--- src/ispm_cfg.svh ---
/*
 * Constants of the interrupt source priority map: register offsets,
 * reset values, priority field positions and event codes.
 * Assumes inclusion by the package and by the core module.
 */
`ifndef ISPM_CFG_SVH
`define ISPM_CFG_SVH

// ************************************************************
// Register offsets (byte addresses)
// ************************************************************
`define ISPM_OFS_PRIO_A   8'h00
`define ISPM_OFS_PRIO_B   8'h04
`define ISPM_OFS_PRIO_C   8'h08
`define ISPM_OFS_PRIO_D   8'h0C
`define ISPM_OFS_CTRL     8'h10
`define ISPM_OFS_EVCODE   8'h14
`define ISPM_OFS_STATUS   8'h18
`define ISPM_OFS_MASK     8'h1C

// ************************************************************
// Reset values and writable bits
// ************************************************************
`define ISPM_RST_PRIO_ABC 16'h0000
`define ISPM_RST_PRIO_D   16'hDA74
`define ISPM_WMASK_A      16'hFFFF
`define ISPM_WMASK_B      16'hF0F0
`define ISPM_WMASK_C      16'h00FF
`define ISPM_PINMODE_BIT  7
`define ISPM_ST_ACCEPT    0
`define ISPM_ST_SPURIOUS  1

// ************************************************************
// Priority field low bit positions
// ************************************************************
`define ISPM_FLD_HI       12
`define ISPM_FLD_MH       8
`define ISPM_FLD_ML       4
`define ISPM_FLD_LO       0

// ************************************************************
// Event codes
// ************************************************************
`define ISPM_EV_ENC_BASE  12'h200
`define ISPM_EV_ENC_STEP  12'h020
`define ISPM_LVL_TOP      4'hF
`define ISPM_EV_PIN0      12'h240
`define ISPM_EV_PIN1      12'h2A0
`define ISPM_EV_PIN2      12'h300
`define ISPM_EV_PIN3      12'h360
`define ISPM_EV_DEBUG     12'h600
`define ISPM_EV_TMR0      12'h400
`define ISPM_EV_TMR1      12'h420
`define ISPM_EV_TMR2_UNF  12'h440
`define ISPM_EV_TMR2_CAP  12'h460
`define ISPM_EV_ALARM     12'h480
`define ISPM_EV_PERIODIC  12'h4A0
`define ISPM_EV_CARRY     12'h4C0
`define ISPM_EV_SP1_BASE  12'h4E0
`define ISPM_EV_SP2_BASE  12'h700
`define ISPM_EV_WDOG      12'h560

`endif

--- src/ispm_pkg.sv ---
/*
 * Types of the interrupt source priority map.
 * Assumes the constants header is on the include path.
 */
package ispm_pkg;
	`include "ispm_cfg.svh"

	// Serial port requests, highest ranked first
	typedef struct packed {
		logic rxError;
		logic rxFull;
		logic lineBreak;
		logic txEmpty;
	} ispm_serial_t;

	typedef struct packed {
		logic         debugPort;
		logic         timer0Unf;
		logic         timer1Unf;
		logic         timer2Unf;
		logic         timer2Cap;
		logic         clockAlarm;
		logic         clockPeriodic;
		logic         clockCarry;
		ispm_serial_t serial1;
		ispm_serial_t serial2;
		logic         watchdogInterval;
	} ispm_periph_t;

	typedef struct packed {
		logic        valid;
		logic [3:0]  level;
		logic [11:0] code;
	} ispm_req_t;
endpackage

--- src/ispm_core.sv ---
/*
 * Interrupt source priority map: maps request pins and on-chip peripheral
 * requests to event codes and levels, picks the winner, and offers it to
 * the core. Registers reached over AXI4-Lite.
 * Assumes peripheral requests and coreAck are on sys_clk; request pins
 * are asynchronous.
 */
// What this block does
// Encoded pin levels 5..1 give codes 0x340..0x3C0 at their own level.
// Independent pin 0 gives code 0x240, level from register D bits 15:12.
// Independent pin 1 gives code 0x2A0, level from register D bits 11:8.
// Independent pin 2 gives code 0x300, level from register D bits 7:4.
// Independent pin 3 gives code 0x360, level from register D bits 3:0.
// Debug port gives code 0x600, level from register C bits 3:0.
// Timer 0 underflow gives code 0x400, level from register A bits 15:12.
// Timer 1 underflow gives code 0x420, level from register A bits 11:8.
// Timer 2 underflow 0x440 beats capture 0x460, both register A 7:4.
// Clock alarm, periodic, carry share register A 3:0, in that rank.
// Serial 1 error, full, break, empty share register B 7:4, ranked so.
// Serial 2 error, full, break, empty share register C 7:4, ranked so.
// Watchdog interval gives code 0x560, level from register B 15:12.
// Accepted source code is placed in the event code register.
// Equal levels are served in the fixed default ranking order.
// Field zero masks its sources; 0xF is level 15.
// Pin mode bit 1 makes four independent pins, else one encoded level.
// Only the best pending unmasked request goes out, reselected every cycle.
`timescale 1ns/1ns
`include "ispm_cfg.svh"
module ispm_core
	import ispm_pkg::*;
(
	input  wire logic                sys_clk,
	input  wire logic                reset_n,
	input  wire logic [7:0]          s_axi_awaddr,
	input  wire logic                s_axi_awvalid,
	output logic                     s_axi_awready,
	input  wire logic [31:0]         s_axi_wdata,
	input  wire logic [3:0]          s_axi_wstrb,
	input  wire logic                s_axi_wvalid,
	output logic                     s_axi_wready,
	output logic [1:0]               s_axi_bresp,
	output logic                     s_axi_bvalid,
	input  wire logic                s_axi_bready,
	input  wire logic [7:0]          s_axi_araddr,
	input  wire logic                s_axi_arvalid,
	output logic                     s_axi_arready,
	output logic [31:0]              s_axi_rdata,
	output logic [1:0]               s_axi_rresp,
	output logic                     s_axi_rvalid,
	input  wire logic                s_axi_rready,
	input  wire logic [3:0]          levelRequestPins,
	input  wire ispm_pkg::ispm_periph_t periphIrq,
	input  wire logic                coreAck,
	output ispm_pkg::ispm_req_t      coreReq,
	output logic                     irqOut
);
	import ispm_pkg::*;
	localparam int NSRC = 22;

	// ************************************************************
	// Helpers
	// ************************************************************
	function automatic logic [3:0] fieldOf(input logic [15:0] r, input int lsb);
		fieldOf = r[lsb +: 4];
	endfunction

	function automatic logic [11:0] encCode(input logic [3:0] lvl);
		logic [11:0] steps;
		steps = {8'h00, `ISPM_LVL_TOP - lvl};
		encCode = `ISPM_EV_ENC_BASE + 12'(steps * `ISPM_EV_ENC_STEP);
	endfunction

	// ************************************************************
	// State
	// ************************************************************
	logic [15:0] priorityRegA_r, priorityRegB_r, priorityRegC_r, priorityRegD_r;
	logic        pinModeSelect_r;
	logic [11:0] eventCodeRegister_r;
	logic [1:0]  status_r, statusSet, statusClr;
	logic [1:0]  mask_r;
	logic [3:0]  pinsS1_r, pinsS2_r;
	ispm_req_t   coreReq_r;
	ispm_req_t   coreReq_nxt;
	logic        irqOut_r;
	logic [7:0]  awAddr_r;
	logic        awReady_r;
	logic [31:0] wData_r;
	logic [3:0]  wStrb_r;
	logic        wReady_r;
	logic        bValid_r;
	logic [1:0]  bResp_r;
	logic        rValid_r, arReady_r;
	logic [31:0] rData_r;
	logic [1:0]  rResp_r;
	logic        doWrite;
	logic        wrHit;
	logic [3:0]  srcLvl [NSRC];
	logic [11:0] srcCode [NSRC];
	logic [NSRC-1:0] srcAct;

	// ************************************************************
	// Pin synchroniser
	// ************************************************************
	always_ff @(posedge sys_clk or negedge reset_n) begin
		if (!reset_n) begin
			pinsS1_r <= 4'h0;
			pinsS2_r <= 4'h0;
		end else begin
			pinsS1_r <= levelRequestPins;
			pinsS2_r <= pinsS1_r;
		end
	end

	// ************************************************************
	// Source table, listed in default ranking order
	// ************************************************************
	always_comb begin
		for (int i = 0; i < NSRC; i++) begin
			srcLvl[i]  = 4'h0;
			srcCode[i] = 12'h000;
			srcAct[i]  = 1'b0;
		end
		// Encoded level: code and level follow the pins themselves
		srcLvl[0]  = pinsS2_r;
		srcCode[0] = encCode(pinsS2_r);
		srcAct[0]  = !pinModeSelect_r && (pinsS2_r != 4'h0);
		srcLvl[1]  = fieldOf(priorityRegD_r, `ISPM_FLD_HI);
		srcCode[1] = `ISPM_EV_PIN0;
		srcLvl[2]  = fieldOf(priorityRegD_r, `ISPM_FLD_MH);
		srcCode[2] = `ISPM_EV_PIN1;
		srcLvl[3]  = fieldOf(priorityRegD_r, `ISPM_FLD_ML);
		srcCode[3] = `ISPM_EV_PIN2;
		srcLvl[4]  = fieldOf(priorityRegD_r, `ISPM_FLD_LO);
		srcCode[4] = `ISPM_EV_PIN3;
		for (int p = 0; p < 4; p++) begin
			srcAct[1+p] = pinModeSelect_r && pinsS2_r[p];
		end
		srcLvl[5]  = fieldOf(priorityRegC_r, `ISPM_FLD_LO);
		srcCode[5] = `ISPM_EV_DEBUG;
		srcAct[5]  = periphIrq.debugPort;
		srcLvl[6]  = fieldOf(priorityRegA_r, `ISPM_FLD_HI);
		srcCode[6] = `ISPM_EV_TMR0;
		srcAct[6]  = periphIrq.timer0Unf;
		srcLvl[7]  = fieldOf(priorityRegA_r, `ISPM_FLD_MH);
		srcCode[7] = `ISPM_EV_TMR1;
		srcAct[7]  = periphIrq.timer1Unf;
		srcLvl[8]  = fieldOf(priorityRegA_r, `ISPM_FLD_ML);
		srcCode[8] = `ISPM_EV_TMR2_UNF;
		srcAct[8]  = periphIrq.timer2Unf;
		srcLvl[9]  = fieldOf(priorityRegA_r, `ISPM_FLD_ML);
		srcCode[9] = `ISPM_EV_TMR2_CAP;
		srcAct[9]  = periphIrq.timer2Cap;
		srcLvl[10]  = fieldOf(priorityRegA_r, `ISPM_FLD_LO);
		srcCode[10] = `ISPM_EV_ALARM;
		srcAct[10]  = periphIrq.clockAlarm;
		srcLvl[11]  = fieldOf(priorityRegA_r, `ISPM_FLD_LO);
		srcCode[11] = `ISPM_EV_PERIODIC;
		srcAct[11]  = periphIrq.clockPeriodic;
		srcLvl[12]  = fieldOf(priorityRegA_r, `ISPM_FLD_LO);
		srcCode[12] = `ISPM_EV_CARRY;
		srcAct[12]  = periphIrq.clockCarry;
		// Serial sources sit one code step apart, error first
		for (int s = 0; s < 4; s++) begin
			srcLvl[13+s]  = fieldOf(priorityRegB_r, `ISPM_FLD_ML);
			srcCode[13+s] = `ISPM_EV_SP1_BASE + 12'(s * `ISPM_EV_ENC_STEP);
			srcAct[13+s]  = periphIrq.serial1[3-s];
			srcLvl[17+s]  = fieldOf(priorityRegC_r, `ISPM_FLD_ML);
			srcCode[17+s] = `ISPM_EV_SP2_BASE + 12'(s * `ISPM_EV_ENC_STEP);
			srcAct[17+s]  = periphIrq.serial2[3-s];
		end
		srcLvl[21]  = fieldOf(priorityRegB_r, `ISPM_FLD_HI);
		srcCode[21] = `ISPM_EV_WDOG;
		srcAct[21]  = periphIrq.watchdogInterval;
	end

	// ************************************************************
	// Priority resolution
	// ************************************************************
	always_comb begin
		coreReq_nxt = '0;
		for (int i = 0; i < NSRC; i++) begin
			// Strictly greater only, so earlier entries keep ties
			if (srcAct[i] && (srcLvl[i] != 4'h0) && (srcLvl[i] > coreReq_nxt.level)) begin
				coreReq_nxt.valid = 1'b1;
				coreReq_nxt.level = srcLvl[i];
				coreReq_nxt.code  = srcCode[i];
			end
		end
	end

	// Registered so the core sees a clean copy; one cycle behind the sources
	always_ff @(posedge sys_clk or negedge reset_n) begin
		if (!reset_n) begin
			coreReq_r <= '0;
		end else begin
			coreReq_r <= coreReq_nxt;
		end
	end

	// ************************************************************
	// Acceptance and event code register
	// ************************************************************
	always_ff @(posedge sys_clk or negedge reset_n) begin
		if (!reset_n) begin
			eventCodeRegister_r <= 12'h000;
		end else if (coreAck && coreReq_r.valid) begin
			eventCodeRegister_r <= coreReq_r.code;
		end
	end

	// ************************************************************
	// AXI4-Lite slave
	// ************************************************************
	assign doWrite = !awReady_r && !wReady_r && !bValid_r;
	assign wrHit   = (awAddr_r[1:0] == 2'b00) && (awAddr_r <= `ISPM_OFS_MASK);
	always_ff @(posedge sys_clk or negedge reset_n) begin
		if (!reset_n) begin
			awReady_r <= 1'b1;
			awAddr_r  <= 8'h00;
			wReady_r  <= 1'b1;
			wData_r   <= 32'h0000_0000;
			wStrb_r   <= 4'h0;
			bValid_r  <= 1'b0;
			bResp_r   <= 2'b00;
		end else begin
			if (s_axi_awvalid && awReady_r) begin
				awReady_r <= 1'b0;
				awAddr_r  <= s_axi_awaddr;
			end
			if (s_axi_wvalid && wReady_r) begin
				wReady_r <= 1'b0;
				wData_r  <= s_axi_wdata;
				wStrb_r  <= s_axi_wstrb;
			end
			if (doWrite) begin
				awReady_r <= 1'b1;
				wReady_r  <= 1'b1;
				bValid_r <= 1'b1;
				bResp_r  <= wrHit ? 2'b00 : 2'b10;
			end else if (bValid_r && s_axi_bready) begin
				bValid_r <= 1'b0;
			end
		end
	end

	// Byte lanes: only the low two carry the 16-bit registers
	always_ff @(posedge sys_clk or negedge reset_n) begin
		if (!reset_n) begin
			priorityRegA_r  <= `ISPM_RST_PRIO_ABC;
			priorityRegB_r  <= `ISPM_RST_PRIO_ABC;
			priorityRegC_r  <= `ISPM_RST_PRIO_ABC;
			priorityRegD_r  <= `ISPM_RST_PRIO_D;
			pinModeSelect_r <= 1'b0;
			mask_r          <= 2'b00;
		end else if (doWrite) begin
			for (int b = 0; b < 2; b++) begin
				if (wStrb_r[b]) begin
					case (awAddr_r)
						`ISPM_OFS_PRIO_A: priorityRegA_r[b*8 +: 8] <= wData_r[b*8 +: 8] & 8'(`ISPM_WMASK_A >> (b*8));
						`ISPM_OFS_PRIO_B: priorityRegB_r[b*8 +: 8] <= wData_r[b*8 +: 8] & 8'(`ISPM_WMASK_B >> (b*8));
						`ISPM_OFS_PRIO_C: priorityRegC_r[b*8 +: 8] <= wData_r[b*8 +: 8] & 8'(`ISPM_WMASK_C >> (b*8));
						`ISPM_OFS_PRIO_D: priorityRegD_r[b*8 +: 8] <= wData_r[b*8 +: 8];
						default: ;
					endcase
				end
			end
			if (wStrb_r[0] && awAddr_r == `ISPM_OFS_CTRL) begin
				pinModeSelect_r <= wData_r[`ISPM_PINMODE_BIT];
			end
			if (wStrb_r[0] && awAddr_r == `ISPM_OFS_MASK) begin
				mask_r <= wData_r[1:0];
			end
		end
	end

	// Sticky status: a new event in the clearing cycle survives the clear
	always_comb begin
		statusSet                    = 2'b00;
		statusSet[`ISPM_ST_ACCEPT]   = coreAck && coreReq_r.valid;
		statusSet[`ISPM_ST_SPURIOUS] = coreAck && !coreReq_r.valid;
	end
	assign statusClr = (doWrite && wStrb_r[0] && awAddr_r == `ISPM_OFS_STATUS) ? wData_r[1:0] : 2'b00;
	always_ff @(posedge sys_clk or negedge reset_n) begin
		if (!reset_n) begin
			status_r <= 2'b00;
		end else begin
			status_r <= (status_r & ~statusClr) | statusSet;
		end
	end

	always_ff @(posedge sys_clk or negedge reset_n) begin
		if (!reset_n) begin
			irqOut_r <= 1'b0;
		end else begin
			irqOut_r <= |(status_r & mask_r);
		end
	end

	always_ff @(posedge sys_clk or negedge reset_n) begin
		if (!reset_n) begin
			rValid_r  <= 1'b0;
			arReady_r <= 1'b1;
			rData_r   <= 32'h0000_0000;
			rResp_r   <= 2'b00;
		end else if (s_axi_arvalid && arReady_r) begin
			rValid_r  <= 1'b1;
			arReady_r <= 1'b0;
			rResp_r  <= 2'b00;
			case (s_axi_araddr)
				`ISPM_OFS_PRIO_A: rData_r <= {16'h0000, priorityRegA_r};
				`ISPM_OFS_PRIO_B: rData_r <= {16'h0000, priorityRegB_r};
				`ISPM_OFS_PRIO_C: rData_r <= {16'h0000, priorityRegC_r};
				`ISPM_OFS_PRIO_D: rData_r <= {16'h0000, priorityRegD_r};
				`ISPM_OFS_CTRL:   rData_r <= {24'h00_0000, pinModeSelect_r, 7'h00};
				`ISPM_OFS_EVCODE: rData_r <= {20'h0_0000, eventCodeRegister_r};
				`ISPM_OFS_STATUS: rData_r <= {30'h0000_0000, status_r};
				`ISPM_OFS_MASK:   rData_r <= {30'h0000_0000, mask_r};
				default: begin
					rData_r <= 32'h0000_0000;
					rResp_r <= 2'b10;
				end
			endcase
		end else if (rValid_r && s_axi_rready) begin
			rValid_r  <= 1'b0;
			arReady_r <= 1'b1;
		end
	end

	assign s_axi_awready = awReady_r;
	assign s_axi_wready  = wReady_r;
	assign s_axi_bvalid  = bValid_r;
	assign s_axi_bresp   = bResp_r;
	assign s_axi_arready = arReady_r;
	assign s_axi_rvalid  = rValid_r;
	assign s_axi_rdata   = rData_r;
	assign s_axi_rresp   = rResp_r;
	assign coreReq       = coreReq_r;
	assign irqOut        = irqOut_r;

	// ************************************************************
	// Checks
	// ************************************************************
	AST_ENC_LEVEL5: assert property (@(posedge sys_clk) disable iff (!reset_n)
		coreReq_r.valid && coreReq_r.code == 12'h340 |-> coreReq_r.level == 4'h5 && !$past(pinModeSelect_r))
		else $error("Encoded level 5 code with wrong level or mode");
	AST_PIN0_LEVEL: assert property (@(posedge sys_clk) disable iff (!reset_n)
		coreReq_r.valid && coreReq_r.code == 12'h240 && $past(pinModeSelect_r)
		|-> coreReq_r.level == $past(priorityRegD_r[15:12]))
		else $error("Pin 0 level not from register D");
	AST_DEBUG_LEVEL: assert property (@(posedge sys_clk) disable iff (!reset_n)
		coreReq_r.valid && coreReq_r.code == 12'h600 |-> coreReq_r.level == $past(priorityRegC_r[3:0]))
		else $error("Debug level not from register C");
	AST_TMR0_LEVEL: assert property (@(posedge sys_clk) disable iff (!reset_n)
		coreReq_r.valid && coreReq_r.code == 12'h400 |-> coreReq_r.level == $past(priorityRegA_r[15:12]))
		else $error("Timer 0 level not from register A");
	AST_TMR2_RANK: assert property (@(posedge sys_clk) disable iff (!reset_n)
		coreReq_r.valid && coreReq_r.code == 12'h460 |-> !$past(periphIrq.timer2Unf))
		else $error("Capture chosen over pending underflow");
	AST_ZERO_MASKS: assert property (@(posedge sys_clk) disable iff (!reset_n)
		coreReq_r.valid |-> coreReq_r.level != 4'h0)
		else $error("Level zero request forwarded");
	AST_EVCODE: assert property (@(posedge sys_clk) disable iff (!reset_n)
		coreAck && coreReq_r.valid |=> eventCodeRegister_r == $past(coreReq_r.code))
		else $error("Event code not captured on acceptance");
	AST_WDOG_ONLY: assert property (@(posedge sys_clk) disable iff (!reset_n)
		$past(srcAct) == 22'h20_0000 && $past(priorityRegB_r[15:12]) != 4'h0
		|-> coreReq_r.valid && coreReq_r.code == 12'h560)
		else $error("Lone watchdog request not forwarded");
endmodule

--- config.mk ---
export PLATFORM = sky130hd
export DESIGN_NAME = ispm_core
export DESIGN_NICKNAME = d
export VERILOG_FILES = /design/src/ispm_pkg.sv /design/src/ispm_core.sv
export VERILOG_INCLUDE_DIRS = /design/src
export SDC_FILE = /design/constraint.sdc
export NUM_CORES = 1
export LEC_CHECK = 0
export ABC_AREA = 1
export BUFFER_PORTS_ARGS = -buffer_cell sky130_fd_sc_hd__buf_2
export CAP_MARGIN = 15
export CORE_MARGIN = 8
export CORE_UTILIZATION = 59
export DETAILED_ROUTE_END_ITERATION = 8
export HOLD_SLACK_MARGIN = 0.1
export PLACE_DENSITY_LB_ADDON = 0.15
export SYNTH_ARGS = -nofsm -noshare
export SYNTH_HDL_FRONTEND = slang
export SYNTH_SLANG_ARGS = --single-unit
--- constraint.sdc ---
create_clock -name sys_clk -period 23.2 [get_ports sys_clk]
set_input_delay 2.32 -clock sys_clk [delete_from_list [all_inputs] [get_ports sys_clk]]
set_output_delay 2.32 -clock sys_clk [all_outputs]
set_load 0.05 [all_outputs]
# Word level (Yosys, flattened, before mapping)

Cells that the tools add are included.
W data, S select, Z words.

Register bits: 158
Input bits: 81
Output and inout bits: 59

$add $sub $neg: 2
Order comparisons: 23
Equal/unequal tests: 13
Muxes and demuxes: 36
Bitwise logic cells: 4
Reduce and logical (&&, ||, !) cells: 99

Operators with widths:

| cell                    | count |
|---|---|
| $mux W17                | 22 |
| $pmux W16 S8            | 1 |
| $gt A4 B4 Y1            | 21 |
| $logic_and A1 B1 Y1     | 63 |
| $eq A8 B5 Y1 const B    | 7 |
| $reduce_bool A4 Y1      | 13 |
| $eq A8 B4 Y1 const B    | 4 |
| $reduce_and A3 Y1       | 7 |
| $eq A8 B3 Y1 const B    | 2 |
| $logic_not A8 Y1        | 2 |
| $add A10 B9 Y11 const A | 1 |
| $mux W1                 | 10 |
| $le A8 B5 Y1 const B    | 1 |
| $reduce_bool A2 Y1      | 4 |
| $reduce_or A8 Y1        | 1 |
| $mux W2                 | 3 |
| $logic_not A1 Y1        | 5 |
| $and A2 B2 Y2           | 2 |
| $gt A4 B1 Y1 const B    | 1 |
| $reduce_and A2 Y1       | 2 |
| $sub A4 B4 Y4 const A   | 1 |
| $logic_not A2 Y1        | 1 |
| $not A2 Y2              | 1 |
| $or A2 B2 Y2            | 1 |
| $reduce_or A2 Y1        | 1 |

# Logic depth before layout (Yosys ltp)

Word-level depth: 68
Gate-level depth with buffers: 201
Mapped depth without buffers: 186

# Worst setup path after synthesis

Ideal clock, no wire load.

Kind: register -> register
From: register pinModeSelect_r
To: register coreReq_r (netlist bit coreReq[12])
Setup time: 0.118 ns
Arrival: 20.658 ns
Setup slack: 2.424 ns
Cell stages (with the launch flop): 174
Buffers on the path: 16
Cells stage by stage: dfrtp_1 buf_6 a31oi_1 nand2_1 ha_1 nand2_1 nor2_2 nor2_4 nand2_1 nand2_1 o21ai_0 ha_1 inv_1 o21bai_1 inv_2 nand2_4 nand2_2 buf_6 [138 not listed] inv_1 ha_1 nand2_1 inv_1 a31oi_2 nand3_1 nand2_2 inv_1 ha_1 inv_1 nor2_1 nor2_1 o21ai_0 o211ai_1 nor2_1 inv_1 nand3_1 nand2_1

RTL lines:

| element                  | RTL line         | text |
|---|---|---|
| start: declaration       | ispm_core.sv:77  | `logic pinModeSelect_r;` |
| start signal: assignment | ispm_core.sv:268 | `` pinModeSelect_r <= wData_r[`ISPM_PINMODE_BIT]; `` |
| end signal: assignment   | ispm_core.sv:196 | `coreReq_r <= coreReq_nxt;` |
| end: declaration         | ispm_core.sv:82  | `ispm_req_t coreReq_r;` |

==> flow_summary.rst <==
.. list-table::
   :header-rows: 1

   * - Metric
     - Value
   * - Multiplexer share of the synthesized area
     - 0.0144
   * - Required arrival time at the worst endpoint
     - 23,490 ps
   * - Start-to-end type of the worst setup path
     - reg2reg
   * - Remaining max-slew budget at the tightest pin
     - 0.324
   * - Horizontal die dimension
     - 142 um
   * - Peak fanout along the critical path
     - 17
   * - Placed inst area
     - 9860 um2
   * - Via count
     - 8,806
   * - Netlist area before placement
     - 9410 um2
   * - Cell taking the most area after synthesis
     - dfrtp_1
   * - Number of buffers inserted during clock tree synthesis
     - 17
   * - Area share of the largest cell type after synthesis
     - 0.309
   * - Fraction of the mapped netlist area in compound gates
     - 0.137
   * - Mean Syn Cell Area
     - 7.27 um2
   * - Final-report setup violation count
     - 0
   * - Via count of the first global-routing pass
     - 8,144
   * - Clock slew at the register clock pins of the worst setup and hold paths
     - 60 ps
   * - Share of synthesized cell area in full adder, half adder and majority cells
     - 0.0692
   * - Crit path launch
     - pinsS2_r[3]
   * - Initial DRC count
     - 596
   * - Post-Syn Instances
     - 1,293
   * - Largest net degree at the start of global routing
     - 82
   * - Launching element type of the critical path
     - flop
   * - Worst-case reg-to-reg path depth
     - 161
   * - Final TNS setup
     - 0 ps
   * - Global route overflow
     - 0
   * - Maximum level of the CTS H-tree
     - 4
   * - Clock root buffer
     - clkbuf_16
   * - Max Clock Freq
     - 46.7 MHz
   * - Antenna-violating nets left
     - 0
   * - Number of sinks driven by the clock tree
     - 128
   * - Result of the run
     - complete, no violations
   * - Worst skew pair latency
     - 430 ps
   * - Utilization of the core after routing
     - 0.681
   * - Worst-Margin Slew
     - 1010 ps
   * - Main combinational cell family by area after synthesis
     - simple AND/OR/NAND/NOR gates
   * - Layout cells sized above 1
     - 0.217
   * - Total Nets Final
     - 1,530
   * - Die area
     - 20,200 um2
   * - Final instance count without filler cells
     - 1,625
   * - Mean number of vias per cell
     - 5.42
   * - Total wirelength of the detailed-routed design
     - 25,400 um
   * - Max-slew violation count
     - 0
   * - Initial antenna violation count
     - 0
   * - First-pass GRT wire length
     - 40,000 um
   * - CTS tree
     - built
   * - Quantity of I/O buffers inserted on ports
     - 97
   * - Maximum buffer depth of the clock tree
     - 2
   * - Area of combinational cells with multiple inputs
     - 5290 um2
   * - WL per Instance
     - 15.6 um
   * - Cells taking the most area after synthesis
     - dfrtp_1 31%, nand2_1 13%, o21ai_0 7.0%
   * - Synth-to-layout area growth
     - 13.8%
   * - Arrival time of the worst setup path
     - 21,710 ps
   * - Area taken by flip-flops and latches
     - 3220 um2
   * - Number of design rule violations left after detail routing
     - 0
   * - IR drop worst, VDD
     - 76.3 uV
   * - Count of endpoints failing hold in the final timing report
     - 0
   * - Worst hold-check path type
     - reg2reg
   * - Cell leakage power
     - 5.90 nW
   * - Layout fillers
     - 1,411
   * - Endpoint type of the worst setup path
     - flop
   * - Placed Cells incl. Taps
     - 1,577
   * - Final weighted congestion in routability-driven placement
     - 0.937
   * - Antenna Diode Count
     - 0
   * - Initial core utilization
     - 0.599
   * - Post-route cell area
     - 10,700 um2
   * - Synth Warn #
     - 0
   * - Placed wire-length estimate after detailed placement
     - 19,600 um
   * - Sequential-to-total area share from yosys stat
     - 0.342
   * - Max_cap viols
     - 0
   * - Register bit count reported by yosys
     - 128
   * - Count of cell types in the netlist
     - 46
   * - Most numerous cell on the critical path
     - nand2_1
   * - Number of top-level pins
     - 140
   * - Die extent in y
     - 142 um
   * - Fraction of the mapped netlist area in simple logic gates
     - 0.316
   * - Hold_ws
     - 347 ps
   * - Time the final worst path needs with I/O delays and setup
     - 21,420 ps
   * - Area inside the core boundary
     - 15,700 um2
   * - Post-Route Skew
     - 6.95 ps
   * - GRT Resource Usage Total
     - 0.250
   * - Count of standard-cell rows
     - 46
   * - Number of cells on the worst hold path
     - 0
   * - Worst path slowest cell
     - dfrtp_1
   * - Final period utilization
     - 0.923
   * - Pwr per Cell Area
     - 95.4 nW/um2
   * - Maximum single-stage delay on the critical path
     - 390 ps
   * - Post-Synth XOR/XNOR Area
     - 0
   * - DR pass1 iterations
     - 5
   * - Launch instance of the worst register-to-register path
     - pinsS2_r[3]
   * - Startpoint of the lowest-slack hold path
     - pinsS1_r[2]
[where the power goes]
| group | switching (mW) | internal (mW) | total (mW) |
|---|---|---|---|
| combinational | 0.291 | 0.134 | 0.426 |
| clock | 0.102 | 0.161 | 0.263 |
| sequential | 0.0493 | 0.284 | 0.334 |
[synth_stat cells, drive strengths merged]
cell type  number
a22o            1
nor4            6
or3             1
clkinv          4
o22ai           9
nor3           10
a31oi           9
nand3         110
mux2           12
o31ai           1
a221oi          7
buf            42
nor2          105
dfstp          12
nand4          12
clkbuf         12
a2111oi         1
o221ai          2
conb            1
a21oi          39
o2111ai         2
o41ai           3
o311ai          1
o211ai          3
o21ai         136
inv           187
nand3b          5
dfrtp         116
nand2         378
o21bai         13
ha             52
and2            1
[layer usage]
layer	up-vias	global-route usage	routed length, um
li1	4374	-	-
met1	4109	0.316	11100
met2	270	0.411	12300
met3	53	0.0490	1440
met4	0	0.101	616
met5	-	0	0
[path summary, 6_finish.rpt]
| kind | slack [ps] | to |
|---|---|---|
| setup / recovery | 1780 | coreReq[16] |
| max in group asynchronous | 20000 | pinModeSelect_r |
| hold reg to reg | 350 | pinsS2_r[2] |
| setup reg to reg | 1780 | coreReq[16] |
| hold / removal | 350 | pinsS2_r[2] |
| min in group asynchronous | 1810 | wData_r[8] |
[placed cells by master, fill, tap and decap left out, drive strengths merged, types with 7 or more instances in the layout]
cell type	n
a221oi	7
o21bai	13
dfstp	12
ha	52
buf	115
o22ai	9
nor3	10
nand2	379
nand3	110
a31oi	9
inv	190
o21ai	136
clkbuf	20
a21oi	39
conb	24
mux2	12
dfrtp	116
nor2	105
nand4	12
[stage by stage]
| step | total power [mW] | setup slack, ps |
|---|---|---|
| floorplan | 0.639 | 2420 |
| CTS | 1.01 | 6.82 |
| detailed placement | 0.742 | 71.7 |
| global placement | 0.730 | 400 |
| finish | 1.02 | 1780 |
| global route | 1.09 | -70.3 |
[state kept, by name (all words and copies together) (netlist names), 8 cells and up]
| name | flops |
|---|---|
| priorityRegC_r | 8 |
| priorityRegB_r | 8 |
| coreReq | 11 |
| wData_r | 16 |
| priorityRegA_r | 16 |
| priorityRegD_r | 16 |
| s_axi_rdata | 16 |
| awAddr_r | 8 |
[area by class of cell]
class                      count  share of cell area
multi-input combinational    944               0.494
timing repair buffer         115              0.0585
sequential                   128               0.301
clock inverter                11              0.0122
tap                          216              0.0252
clock buffer                  20              0.0417
inverter                     191              0.0677
[cells by family after synthesis]
logic type                 Yosys count
AOI/OAI and AO/OA                  227
adders and majority gates           52
buffers and inverters              245
DFF                                128
muxes                               12
other                                1
and+or+nand+nor                    628
[worst max-delay path: cells and delay by family, from the launching register on]
kind | cells | cell delay (ps)
simple gates | 90 | 8900
flops | 1 | 390
buf+inv | 19 | 1210
fa+ha+maj | 21 | 6680
compound gates | 31 | 4050
[timing repair]
action	in CTS	in global routing
gates cloned	0	1
endpoints found under the setup margin	8	11
hold buffers	0	0
pin swaps	0	8
hold endpoints to repair	0	0
buffers inserted	0	16
gates resized for setup	1	55
Note: power is estimated with default switching activity, not from simulation.
